`src/rtl/e1_ctrl_pkg.sv`:
```
// Purpose: shared constants for the e1 error insertion and global control block
// Assumes: apb byte address is four times the register index
// Notes: reset values of both control words are all zeros
package e1_ctrl_pkg;
    // ----------------------------------------------------------------
    // register indexes and bus widths
    // ----------------------------------------------------------------
    localparam int ADDR_W = 10;
    localparam logic [7:0] IDX_ERR_INS = 8'h19;
    localparam logic [7:0] IDX_GLOBAL = 8'h1a;
    localparam logic [7:0] IDX_IRQ_STATUS = 8'h20;
    localparam logic [7:0] IDX_IRQ_MASK = 8'h21;
    // ----------------------------------------------------------------
    // error insertion word fields
    // ----------------------------------------------------------------
    localparam int EI_BPV = 7;
    localparam int EI_CRC = 6;
    localparam int EI_FAS = 5;
    localparam int EI_NFAS = 4;
    localparam int EI_ZERO = 3;
    localparam int EI_PAYLOAD = 2;
    localparam int EI_DEAD_SEL = 0;
    localparam logic [7:0] EI_WRITE_MASK = 8'hfd;
    localparam logic [7:0] ERR_INS_RESET = 8'h00;
    // ----------------------------------------------------------------
    // global control word fields
    // ----------------------------------------------------------------
    localparam int GC_RESET = 7;
    localparam int GC_SUSPEND = 6;
    localparam int GC_ACK = 5;
    localparam int GC_CNT_CLR = 4;
    localparam int GC_SAMPLE = 3;
    localparam int GC_EXT_OSC = 2;
    localparam int GC_MUST_ZERO = 1;
    localparam logic [7:0] GC_WRITE_MASK = 8'hfe;
    localparam logic [7:0] GLOBAL_RESET = 8'h00;
    // ----------------------------------------------------------------
    // one-shot slots and interrupt status layout
    // ----------------------------------------------------------------
    localparam int SHOT_N = 5;
    localparam int SH_BPV = 0;
    localparam int SH_CRC = 1;
    localparam int SH_FAS = 2;
    localparam int SH_NFAS = 3;
    localparam int SH_PAYLOAD = 4;
    localparam int IRQ_W = 3;
    localparam int ST_DEAD_RISE = 0;
    localparam int ST_DEAD_FALL = 1;
    localparam int ST_SHOT_DONE = 2;
    localparam logic [IRQ_W-1:0] IRQ_RESET = 3'h0;
endpackage

```
`src/rtl/shot_if.sv`:
```
// Purpose: bundle between the control register owner and the one-shot bank
// Assumes: one clock domain
// Notes: wr is a one-cycle write strobe of the owning register
`timescale 1ns/1ps
interface shot_if #(parameter int N = 5);
    logic wr;              // write strobe
    logic flush;           // drop all pending shots
    logic [N-1:0] new_bits; // value being written
    logic [N-1:0] old_bits; // value held before the write
    logic [N-1:0] opp;     // insertion opportunity strobes
    logic [N-1:0] pending; // armed, waiting for opportunity
    logic [N-1:0] fire;    // one-cycle insertion pulse
    modport bank (input wr, flush, new_bits, old_bits, opp, output pending, fire);
    modport owner (output wr, flush, new_bits, old_bits, opp, input pending, fire);
endinterface

```
`src/rtl/one_shot_bank.sv`:
```
// Purpose: arms a single insertion on each rising change of a written bit
// Assumes: opp strobes come from the transmit framer on the same clock
// Notes: an arm in the same cycle as a fire keeps the new request
`timescale 1ns/1ps
module one_shot_bank #(
    parameter int N = 5
) (
    input wire logic i_clk_sys, // system clock
    input wire logic i_srst,    // synchronous reset
    shot_if.bank sif            // bundle to owner
);
    // ----------------------------------------------------------------
    // arm and fire
    // ----------------------------------------------------------------
    logic [N-1:0] pending;
    logic [N-1:0] fire;
    wire [N-1:0] rise = sif.wr ? (sif.new_bits & ~sif.old_bits) : '0;
    wire [N-1:0] take = pending & sif.opp;
    wire [N-1:0] next_pending = (pending & ~take) | rise;

    // refused at elaboration: the slot vectors are sized for one to eight shots
    if (N < 1 || N > 8) begin : g_bad_n
        $error("one_shot_bank: N must be 1 to 8");
    end

    // new arm wins over the consumed one so no request is lost
    always_ff @(posedge i_clk_sys) begin
        if (i_srst || sif.flush) begin
            pending <= '0;
            fire <= '0;
        end else begin
            pending <= next_pending;
            fire <= take;
        end
    end

    assign sif.pending = pending;
    assign sif.fire = fire;
endmodule

```
`src/rtl/e1_err_ctrl.sv`:
```
// Purpose: e1 error insertion word and global control word behind apb
// Assumes: framer status and opportunity strobes are on i_clk_sys
// Notes: apb answers with pready in the first access cycle
// Operation
// - bpv bit rising inserts one violation
// - crc bit rising corrupts one crc-4 check
// - fas bit rising corrupts one alignment word
// - nfas bit rising flips nfas bit two once
// - zero bit high sends no pulses
// - payload bit rising inserts one payload error
// - select high: dead line on signal loss
// - select low: signal loss or frame loss
// - reset bit rising restores defaults
// - suspend floats interrupt, ignores sources
// - acknowledge toggle clears pending interrupts
// - counter clear holds counters at zero
// - sample bit gates counters to second
`timescale 1ns/1ps
module e1_err_ctrl
    import e1_ctrl_pkg::*;
(
    input wire logic i_clk_sys,            // 100 MHz clock
    input wire logic i_srst,               // synchronous reset, high
    input wire logic psel,                 // apb select
    input wire logic penable,              // apb enable
    input wire logic pwrite,               // apb direction
    input wire logic [ADDR_W-1:0] paddr,   // apb byte address
    input wire logic [31:0] pwdata,        // apb write data
    output logic [31:0] prdata,            // apb read data
    output logic pready,                   // apb ready
    output logic pslverr,                  // apb error
    input wire logic i_bit_tick,           // next transmit bit
    input wire logic i_fas_slot,           // next fas word
    input wire logic i_nfas_slot,          // next nfas word
    input wire logic i_crc_mframe,         // next crc-4 multiframe
    input wire logic i_los,                // loss of signal state
    input wire logic i_frame_aligned,      // basic frame aligned
    input wire logic i_one_sec_tick,       // one second timer strobe
    output logic o_bpv_insert,             // one violation pulse
    output logic o_crc_corrupt,            // one crc corrupt pulse
    output logic o_align_corrupt,          // one fas error pulse
    output logic o_non_align_corrupt,      // one nfas bit two flip
    output logic o_payload_error,          // one payload error pulse
    output logic o_all_zero_transmit,      // suppress all pulses
    output logic o_dead_line_output,       // dead line pin level
    output logic o_soft_reset,             // device reset pulse
    output logic o_counter_clear,          // hold counters at zero
    output logic o_counter_update,         // counters may update
    output logic o_ext_osc_select,         // ttl oscillator input
    output logic o_irq,                    // interrupt level
    output logic o_irq_oe                  // interrupt pin driven
);
    // ----------------------------------------------------------------
    // apb decode
    // ----------------------------------------------------------------
    wire setup = psel && !penable;
    wire access = psel && penable;
    wire [7:0] idx = paddr[ADDR_W-1:2];
    wire aligned_addr = (paddr[1:0] == 2'b00);
    wire hit_err = aligned_addr && (idx == IDX_ERR_INS);
    wire hit_glob = aligned_addr && (idx == IDX_GLOBAL);
    wire hit_stat = aligned_addr && (idx == IDX_IRQ_STATUS);
    wire hit_mask = aligned_addr && (idx == IDX_IRQ_MASK);
    wire hit_any = hit_err || hit_glob || hit_stat || hit_mask;
    wire wr_go = access && pwrite && pready && hit_any;
    wire wr_err = wr_go && hit_err;
    wire wr_glob = wr_go && hit_glob;
    wire wr_stat = wr_go && hit_stat;
    wire wr_mask = wr_go && hit_mask;
    wire [7:0] wbyte = pwdata[7:0];

    // ----------------------------------------------------------------
    // control registers
    // ----------------------------------------------------------------
    logic [7:0] err_ins;
    logic [7:0] glob;
    logic [IRQ_W-1:0] irq_status;
    logic [IRQ_W-1:0] irq_mask;
    logic dead_q;

    // soft reset fires only on a zero to one change of the reset bit
    wire soft_rst = wr_glob && wbyte[GC_RESET] && !glob[GC_RESET];
    // any change of the acknowledge bit clears pending interrupts
    wire ack_toggle = wr_glob && (wbyte[GC_ACK] != glob[GC_ACK]);
    wire suspend = glob[GC_SUSPEND];

    // the reset bit itself reads back zero once defaults are restored
    always_ff @(posedge i_clk_sys) begin
        if (i_srst || soft_rst) begin
            err_ins <= ERR_INS_RESET;
            glob <= GLOBAL_RESET;
        end else begin
            if (wr_err) begin
                err_ins <= wbyte & EI_WRITE_MASK;
            end
            if (wr_glob) begin
                glob <= wbyte & GC_WRITE_MASK;
            end
        end
    end

    // ----------------------------------------------------------------
    // one-shot insertion bank
    // ----------------------------------------------------------------
    shot_if #(.N(SHOT_N)) sif ();
    assign sif.wr = wr_err;
    assign sif.flush = soft_rst;
    // slot order follows SH_* positions
    assign sif.new_bits = {wbyte[EI_PAYLOAD], wbyte[EI_NFAS], wbyte[EI_FAS],
                           wbyte[EI_CRC], wbyte[EI_BPV]};
    assign sif.old_bits = {err_ins[EI_PAYLOAD], err_ins[EI_NFAS], err_ins[EI_FAS],
                           err_ins[EI_CRC], err_ins[EI_BPV]};
    // violations and payload errors go at the next bit, words at their frame
    assign sif.opp = {i_bit_tick, i_nfas_slot, i_fas_slot, i_crc_mframe, i_bit_tick};

    one_shot_bank #(.N(SHOT_N)) u_shots (
        .i_clk_sys(i_clk_sys),
        .i_srst(i_srst),
        .sif(sif)
    );

    assign o_bpv_insert = sif.fire[SH_BPV];
    assign o_crc_corrupt = sif.fire[SH_CRC];
    assign o_align_corrupt = sif.fire[SH_FAS];
    assign o_non_align_corrupt = sif.fire[SH_NFAS];
    assign o_payload_error = sif.fire[SH_PAYLOAD];

    // ----------------------------------------------------------------
    // level controls
    // ----------------------------------------------------------------
    // straight from register bits; the datapath owns the pulse suppression
    assign o_all_zero_transmit = err_ins[EI_ZERO];
    assign o_counter_clear = glob[GC_CNT_CLR];
    assign o_ext_osc_select = glob[GC_EXT_OSC];
    // with sampling on, counters move only on the one second strobe
    assign o_counter_update = !glob[GC_CNT_CLR] && (!glob[GC_SAMPLE] || i_one_sec_tick);

    // ----------------------------------------------------------------
    // dead line pin
    // ----------------------------------------------------------------
    wire dead_sel = err_ins[EI_DEAD_SEL];
    wire next_dead = i_los || (!dead_sel && !i_frame_aligned);

    always_ff @(posedge i_clk_sys) begin
        if (i_srst) begin
            dead_q <= 1'b0;
        end else begin
            dead_q <= next_dead;
        end
    end

    assign o_dead_line_output = dead_q;

    // ----------------------------------------------------------------
    // soft reset pulse
    // ----------------------------------------------------------------
    always_ff @(posedge i_clk_sys) begin
        if (i_srst) begin
            o_soft_reset <= 1'b0;
        end else begin
            o_soft_reset <= soft_rst;
        end
    end

    // ----------------------------------------------------------------
    // interrupt status and mask
    // ----------------------------------------------------------------
    wire [IRQ_W-1:0] events = {|sif.fire, dead_q && !next_dead, !dead_q && next_dead};
    // suspended sources are dropped, not held for later
    wire [IRQ_W-1:0] set_bits = suspend ? '0 : events;
    wire [IRQ_W-1:0] w1c_bits = wr_stat ? wbyte[IRQ_W-1:0] : '0;
    wire [IRQ_W-1:0] clr_bits = ack_toggle ? '1 : w1c_bits;
    // an event in the clearing cycle survives the clear
    wire [IRQ_W-1:0] next_status = (irq_status & ~clr_bits) | set_bits;
    wire irq_active = |(irq_status & irq_mask);

    always_ff @(posedge i_clk_sys) begin
        if (i_srst || soft_rst) begin
            irq_status <= IRQ_RESET;
            irq_mask <= IRQ_RESET;
        end else begin
            irq_status <= next_status;
            if (wr_mask) begin
                irq_mask <= wbyte[IRQ_W-1:0];
            end
        end
    end

    // pin floats while suspended or when nothing unmasked is pending
    assign o_irq = irq_active;
    assign o_irq_oe = irq_active && !suspend;

    // ----------------------------------------------------------------
    // apb read path and answer
    // ----------------------------------------------------------------
    wire [7:0] rd_sel = hit_err ? err_ins :
                        hit_glob ? glob :
                        hit_stat ? {5'h00, irq_status} :
                        hit_mask ? {5'h00, irq_mask} : 8'h00;

    // read data and error are captured in setup so both come from flops
    always_ff @(posedge i_clk_sys) begin
        if (i_srst) begin
            prdata <= 32'h0000_0000;
            pslverr <= 1'b0;
        end else if (setup) begin
            prdata <= {24'h00_0000, pwrite ? 8'h00 : rd_sel};
            pslverr <= !hit_any;
        end
    end

    assign pready = access;
endmodule

```
`config.mk`:
```
export PLATFORM = sky130hd
export DESIGN_NAME = e1_err_ctrl
export DESIGN_NICKNAME = d
export VERILOG_FILES = /design/src/rtl/e1_ctrl_pkg.sv /design/src/rtl/shot_if.sv /design/src/rtl/one_shot_bank.sv /design/src/rtl/e1_err_ctrl.sv
export SDC_FILE = /design/constraint.sdc
export NUM_CORES = 1
export LEC_CHECK = 0
export BUFFER_PORTS_ARGS = -buffer_cell sky130_fd_sc_hd__buf_2
export CAP_MARGIN = 20
export CORE_MARGIN = 1
export CORE_UTILIZATION = 34
export CTS_CLUSTER_SIZE = 16
export DETAILED_ROUTE_END_ITERATION = 16
export PLACE_DENSITY = 0.67
export SETUP_SLACK_MARGIN = 0.15
export SLEW_MARGIN = 20
export SYNTH_ARGS = -nofsm -noshare
export SYNTH_HDL_FRONTEND = slang
export SYNTH_SLANG_ARGS = --single-unit
```
`constraint.sdc`:
```
create_clock -name i_clk_sys -period 1.3 [get_ports i_clk_sys]
set_clock_uncertainty 0.1 [all_clocks]
set_input_delay 0.195 -clock i_clk_sys [delete_from_list [all_inputs] [get_ports i_clk_sys]]
set_output_delay 0.195 -clock i_clk_sys [all_outputs]
set_load 0.005 [all_outputs]
```
### Word-level counts from Yosys, hierarchy flattened

Cells that the tools add are included.

* bits in registers: 41
* input port bits: 54
* output and inout bits: 47

* eq/ne operators: 5
* muxes and demuxes: 9
* bitwise logic cells: 10
* reduce and logical (&&, ||, !) cells: 40

Operators with widths (count)
* 2-to-1 mux 8 bit: 3
* logical AND 1 bit: 21
* equality test 8 x 5 -> 1 bit, second input constant: 2
* equality test 8 x 6 -> 1 bit, second input constant: 2
* AND 5 bit: 3
* 2-to-1 mux 3 bit: 5
* zero test 1 bit: 10
* NOT 5 bit: 2
* AND 3 bit: 2
* logical OR 1 bit: 6
* 2-to-1 mux 5 bit: 1
* bitwise OR 5 bit: 1
* OR reduction 5 bit: 1
* NOT 3 bit: 1
* bitwise OR 3 bit: 1
* OR reduction 3 bit: 1
* zero test 2 bit: 1
* inequality test 1 bit: 1

### Longest topological paths before layout

* depth in word-level cells: 12
* gate-level depth with buffers: 6
* mapped depth without buffers: 4

### Cells and area by module

Synthesis repeated with hierarchy kept, for this count alone.

* cell total of the unflattened synthesis: 236
* area total of the unflattened synthesis: 2100.8 um^2

By module, submodules not included
* e1_err_ctrl: instances 1, cells an instance 204, area each 1744.2 um^2, sequential area each 620.6 um^2
* one_shot_bank: instances 1, cells an instance 32, area each 356.6 um^2, sequential area each 200.2 um^2

### Worst setup path before layout

OpenSTA, ideal clock, no wires.

* path kind: input to register
* start point: input port paddr[9]
* end point: register err_ins[3]
* library setup time: 0.117 ns
* arrival: 1.126 ns
* required time: 1.083 ns
* setup slack: -0.043 ns
* cell stages on the path: 6
* buffers on the path: 2
* cell sequence: nor4_4 and4_1 buf_4 buf_6 mux2i_1 nor2_1

* word-level cells in the longest chain between the ends: 10

RTL lines
* start: declaration: RTL line e1_err_ctrl.sv:27 `input wire logic [ADDR_W-1:0] paddr,`
* equality test 8 x 5 -> 1 bit (on tied branches): RTL line e1_err_ctrl.sv:60, e1_err_ctrl.sv:61
* logical AND 1 bit (on tied branches): RTL line e1_err_ctrl.sv:60, e1_err_ctrl.sv:61
* logical OR 1 bit (3 in series): RTL line e1_err_ctrl.sv:64 `wire hit_any = hit_err || hit_glob || hit_stat || hit_mask;`
* logical AND 1 bit: RTL line e1_err_ctrl.sv:65 `wire wr_go = access && pwrite && pready && hit_any;`
* logical AND 1 bit: RTL line e1_err_ctrl.sv:67 `wire wr_glob = wr_go && hit_glob;`
* logical AND 1 bit (2 in series): RTL line e1_err_ctrl.sv:82 `wire soft_rst = wr_glob && wbyte[GC_RESET] && !glob[GC_RESET];`
* logical OR 1 bit: RTL line e1_err_ctrl.sv:89 `if (i_srst || soft_rst) begin`
* end signal: assignment: RTL line e1_err_ctrl.sv:94 `err_ins <= wbyte & EI_WRITE_MASK;`
* end: declaration: RTL line e1_err_ctrl.sv:75 `logic [7:0] err_ins;`

Several ways; a longest one is shown, not always the timed one.
A chain may end at the register's enable or synchronous reset.

### Worst setup path after layout

* start point: register irq_status[1]
* end point: output port o_irq_oe

* word-level cells in the longest chain between the ends: 3

RTL lines
* start: declaration: RTL line e1_err_ctrl.sv:77 `logic [IRQ_W-1:0] irq_status;`
* start signal: assignment: RTL line e1_err_ctrl.sv:182 `irq_status <= next_status;`
* AND 3 bit: RTL line e1_err_ctrl.sv:175 `wire irq_active = |(irq_status & irq_mask);`
* OR reduction 3 bit: RTL line e1_err_ctrl.sv:175
* logical AND 1 bit: RTL line e1_err_ctrl.sv:191 `assign o_irq_oe = irq_active && !suspend;`
* end: declaration: RTL line e1_err_ctrl.sv:51 `output logic o_irq_oe`

No other way between the ends.

==> results by group <==
Logic synthesis
  – Area share of xor/xnor cells in the synthesized design: 0.00417
  – Synth Area in Simple Gates: 0.259
  – Post-synthesis adder-cell area fraction: 0
  – Share of Yosys cell area claimed by the top area cell type: 0.391
  – Post-synthesis sequential area ratio: 0.391
  – Dominant synthesized flop cell: dfxtp_1
  – Mux share of post-synthesis cell area: 0.0763
  – Post-Syn Area per Cell: between 8 and 9 sq um
  – Yosys warnings: 0
  – Mapped cell area: roughly 2100 sq um
  – Synth area leader: dfxtp_1
  – Synth async-reset ratio: 0
  – Number of enable flip-flop cells after synthesis: 0
  – Instance count of the mapped netlist: about 230
  – Top post-synthesis cells by area: dfxtp_1 (39%), buf_4 (9.3%), mux2i_1 (7.6%)
  – Distinct cell type count of the synthesized netlist: 48
  – Register bit count reported by yosys: between 40 and 50
  – Compound-Gate Fraction of Synth Area: 0.138
  – Largest family of logic cells by synthesized area: simple AND/OR/NAND/NOR gates

Power and ir drop
  – Combinational Power Share: 0.164
  – Clock Power Share: 0.336
  – Static Leakage: approximately 1.4 nW
  – Cell Pwr Density: a little under 800 nW/um^2
  – Sw Ratio: 0.273
  – Internal: approximately 1.8 mW
  – Peak VDD IR: approximately 0.46 mV
  – Net Sw Power: slightly below 0.7 mW
  – Flop pwr share: 0.500
  – Tot Pwr: around 2.5 mW

Global route
  – Vias in the first global route: 1,972
  – First-pass GRT wire length: around 9400 um
  – Grt ovf: 0
  – Initial antenna violation count: 0
  – Largest net degree at the start of global routing: 14
  – Gr usage total: 0.193

Floorplanning
  – Core Box Area: about 6000 sq um
  – Initial Util: 0.354
  – # IOs: between 100 and 150
  – Full die area: between 6000 and 7000 sq um
  – DIE HEIGHT: between 80 and 90 um
  – Die X: slightly above 80 um
  – Site row count: 28

Setup path
  – Worst Setup End Kind: output port
  – Data required time of the critical path: 1.00 ns
  – Crit-path max FO: 2
  – Crit Path Category: reg -> out
  – Crit start category: register
  – Arr. time, crit path: 1.25 ns

Timing
  – Slew HR: 0.660
  – Final period utilization: 1.19
  – Slew Limit Fails: 0
  – Final Setup Violations: 18
  – Final Critical Period: around 1.5 ns
  – Setup tns final: -0.979 ns
  – Hold Vio Cnt, Final: 0
  – Worst-margin pin slew: between 0.5 and 0.6 ns
  – Max frequency: between 0.6 and 0.7 GHz
  – Final WS setup: -0.243 ns
  – RSZ-0062 raised after global routing: yes
  – Hold_ws: 0.0207 ns

Placement
  – Routability congestion estimate from global placement: ~0.88
  – Dpl hpwl: between 3000 and 4000 um
  – # placed instances: about 380
  – DP Area: around 2600 sq um
  – IO buf count: 52

Final layout
  – Antenna cells: 0
  – Area growth, synth to finish: 57.2%
  – Non-filler cells, final: just over 400
  – Layout cells sized above 1: 0.533
  – Final instance area: between 3000 and 4000 sq um
  – Nets@finish: 389

Run
  – Max cap viols: 0

Outcome
  – Failing checks: negative setup slack
  – Status: finished, violations left

Drt
  – Vias/cell: slightly above 5
  – 1st-pass router iterations: 4
  – Post-route ant nets: 0
  – Total Wirelength: 6460 um
  – Routed wire per std cell: 15.7 um
  – Vias: approximately 2,100
  – DRC violations left: 0
  – DR iter-0 viols: approximately 100

Clocking
  – CTS Buffer Depth: 2
  – Clock latency on the worst-skew pair: approximately 0.30 ns
  – CTS Buf Count: 5
  – Clock Pin Slew Worst Setup and Hold Paths: about 0.08 ns
  – Clock Sink Count: just over 40
  – CTS tree: built
  – Hold_buf cts: 0
  – CTS H-tree lvls: 2
  – Root Driver: clkbuf_8

Worst hold path
  – Class of the worst hold path: in -> reg
## cell usage in the layout, fill, tap and decap left out, types with 2 or more instances in the layout
master | netlist | final
clkbuf_8 | 0 | 5
mux2i_2 | 0 | 3
and3_1 | 6 | 5
dfxtp_1 | 41 | 35
a22o_1 | 2 | 2
buf_2 | 4 | 49
buf_4 | 26 | 32
buf_6 | 2 | 14
nor2_1 | 29 | 12
a41oi_1 | 3 | 3
clkinvlp_4 | 0 | 2
mux2i_1 | 16 | 8
nand3_2 | 0 | 2
a21oi_1 | 18 | 6
nor2_2 | 0 | 7
buf_16 | 0 | 3
inv_1 | 7 | 7
nor2_4 | 0 | 10
nand4_1 | 6 | 6
conb_1 | 1 | 24
buf_8 | 0 | 4
mux2i_4 | 0 | 5
nand3b_1 | 7 | 7
a22oi_1 | 4 | 4
nand2_1 | 10 | 10
nor4b_1 | 3 | 3
a21oi_2 | 0 | 12
buf_12 | 0 | 3
o21ai_2 | 0 | 4
dfxtp_2 | 0 | 6
nand2b_1 | 9 | 9
## cell families after synthesis
| group | count (synthesis) |
|---|---|
| xor gates and xnor gates | 1 |
| muxes | 16 |
| DFF | 41 |
| buffers and inverters | 41 |
| other | 1 |
| AOI/OAI and AO/OA | 43 |
| and+or+nand+nor | 91 |
## state kept, by name, summed over array words and instances, names as in the netlist
| signal | flops |
|---|---|
| o_dead_line_output | 1 |
| prdata | 8 |
| u_shots.sif.fire | 5 |
| glob | 7 |
| err_ins | 7 |
| pslverr | 1 |
| o_soft_reset | 1 |
| irq_mask | 3 |
| irq_status | 3 |
| u_shots.sif.pending | 5 |
## path summary, 6_finish.rpt
path | from | to | slack [ns] | depth (start not counted)
max | irq_status[1] | o_irq_oe | -0.24 | 3
min reg2reg | u_shots.sif.pending[1] | u_shots.sif.fire[1] | 0.35 | 2
max reg2reg | glob[7] | err_ins[6] | 0 | 6
min | i_crc_mframe | u_shots.sif.fire[1] | 0.02 | 3
## through the flow
stage | worst slack (ns) | utilization
6_report | -0.243 | 0.557
3_5_place_dp | -0.309 | 0.433
5_1_grt | -0.364 | 0.557
4_1_cts | -0.259 | 0.503
2_1_floorplan | -0.0404 | -
3_3_place_gp | -0.297 | 0.433
## cell usage after synthesis (all sizes together) (2+ instances only)
cell type / number
and4: 2
and3: 6
nor4b: 4
nor3: 3
nor4: 2
a21oi: 18
nand3b: 7
a41oi: 3
and2: 2
nor2b: 2
clkbuf: 2
buf: 32
a22o: 2
nand4: 7
o21bai: 2
dfxtp: 41
mux2i: 16
inv: 7
o21ai: 5
nor2: 29
nand2: 10
a22oi: 4
nand2b: 9
nor3b: 2
nand3: 2
## power groups by stage
stage | sequential, mW | combinational [mW] | clock (mW)
2_1_floorplan | 1.30 | 0.167 | 0
3_3_place_gp | 1.30 | 0.272 | 0
3_5_place_dp | 1.30 | 0.276 | 0
4_1_cts | 1.27 | 0.356 | 0.864
5_1_grt | 1.27 | 0.448 | 0.913
6_report | 1.27 | 0.416 | 0.851
## critical path, stage by stage (launching register included)
cell,delay [ns]
dfxtp_2,0.33
a222oi_1,0.41
nor2_1,0.07
buf_2,0.13
## area by class of cell
type	count	area, sq um
Tap cell	75	93.8
Clock buffer	6	72.6
Clock inverter	2	15.0
Timing Repair Buffer	105	846
Multi-Input combinational cell	175	1420
Fill cell	512	2620
Inverter	7	26.3
Sequential cell	41	828
## what timing repair did
action	CTS	global route
endpoints found under the setup margin	37	43
buffers inserted	9	6
pin swaps	22	25
gates cloned	4	1
gates resized for setup	51	63
## per-layer routing
layer,global-route usage,vias up,part of all wire
met5,0,-,0
met4,0.0643,0,0.024
met3,0.0466,16,0.050
met2,0.342,76,0.51
met1,0.226,1011,0.41
li1,-,993,-
Note: power is estimated with default switching activity, not from simulation.
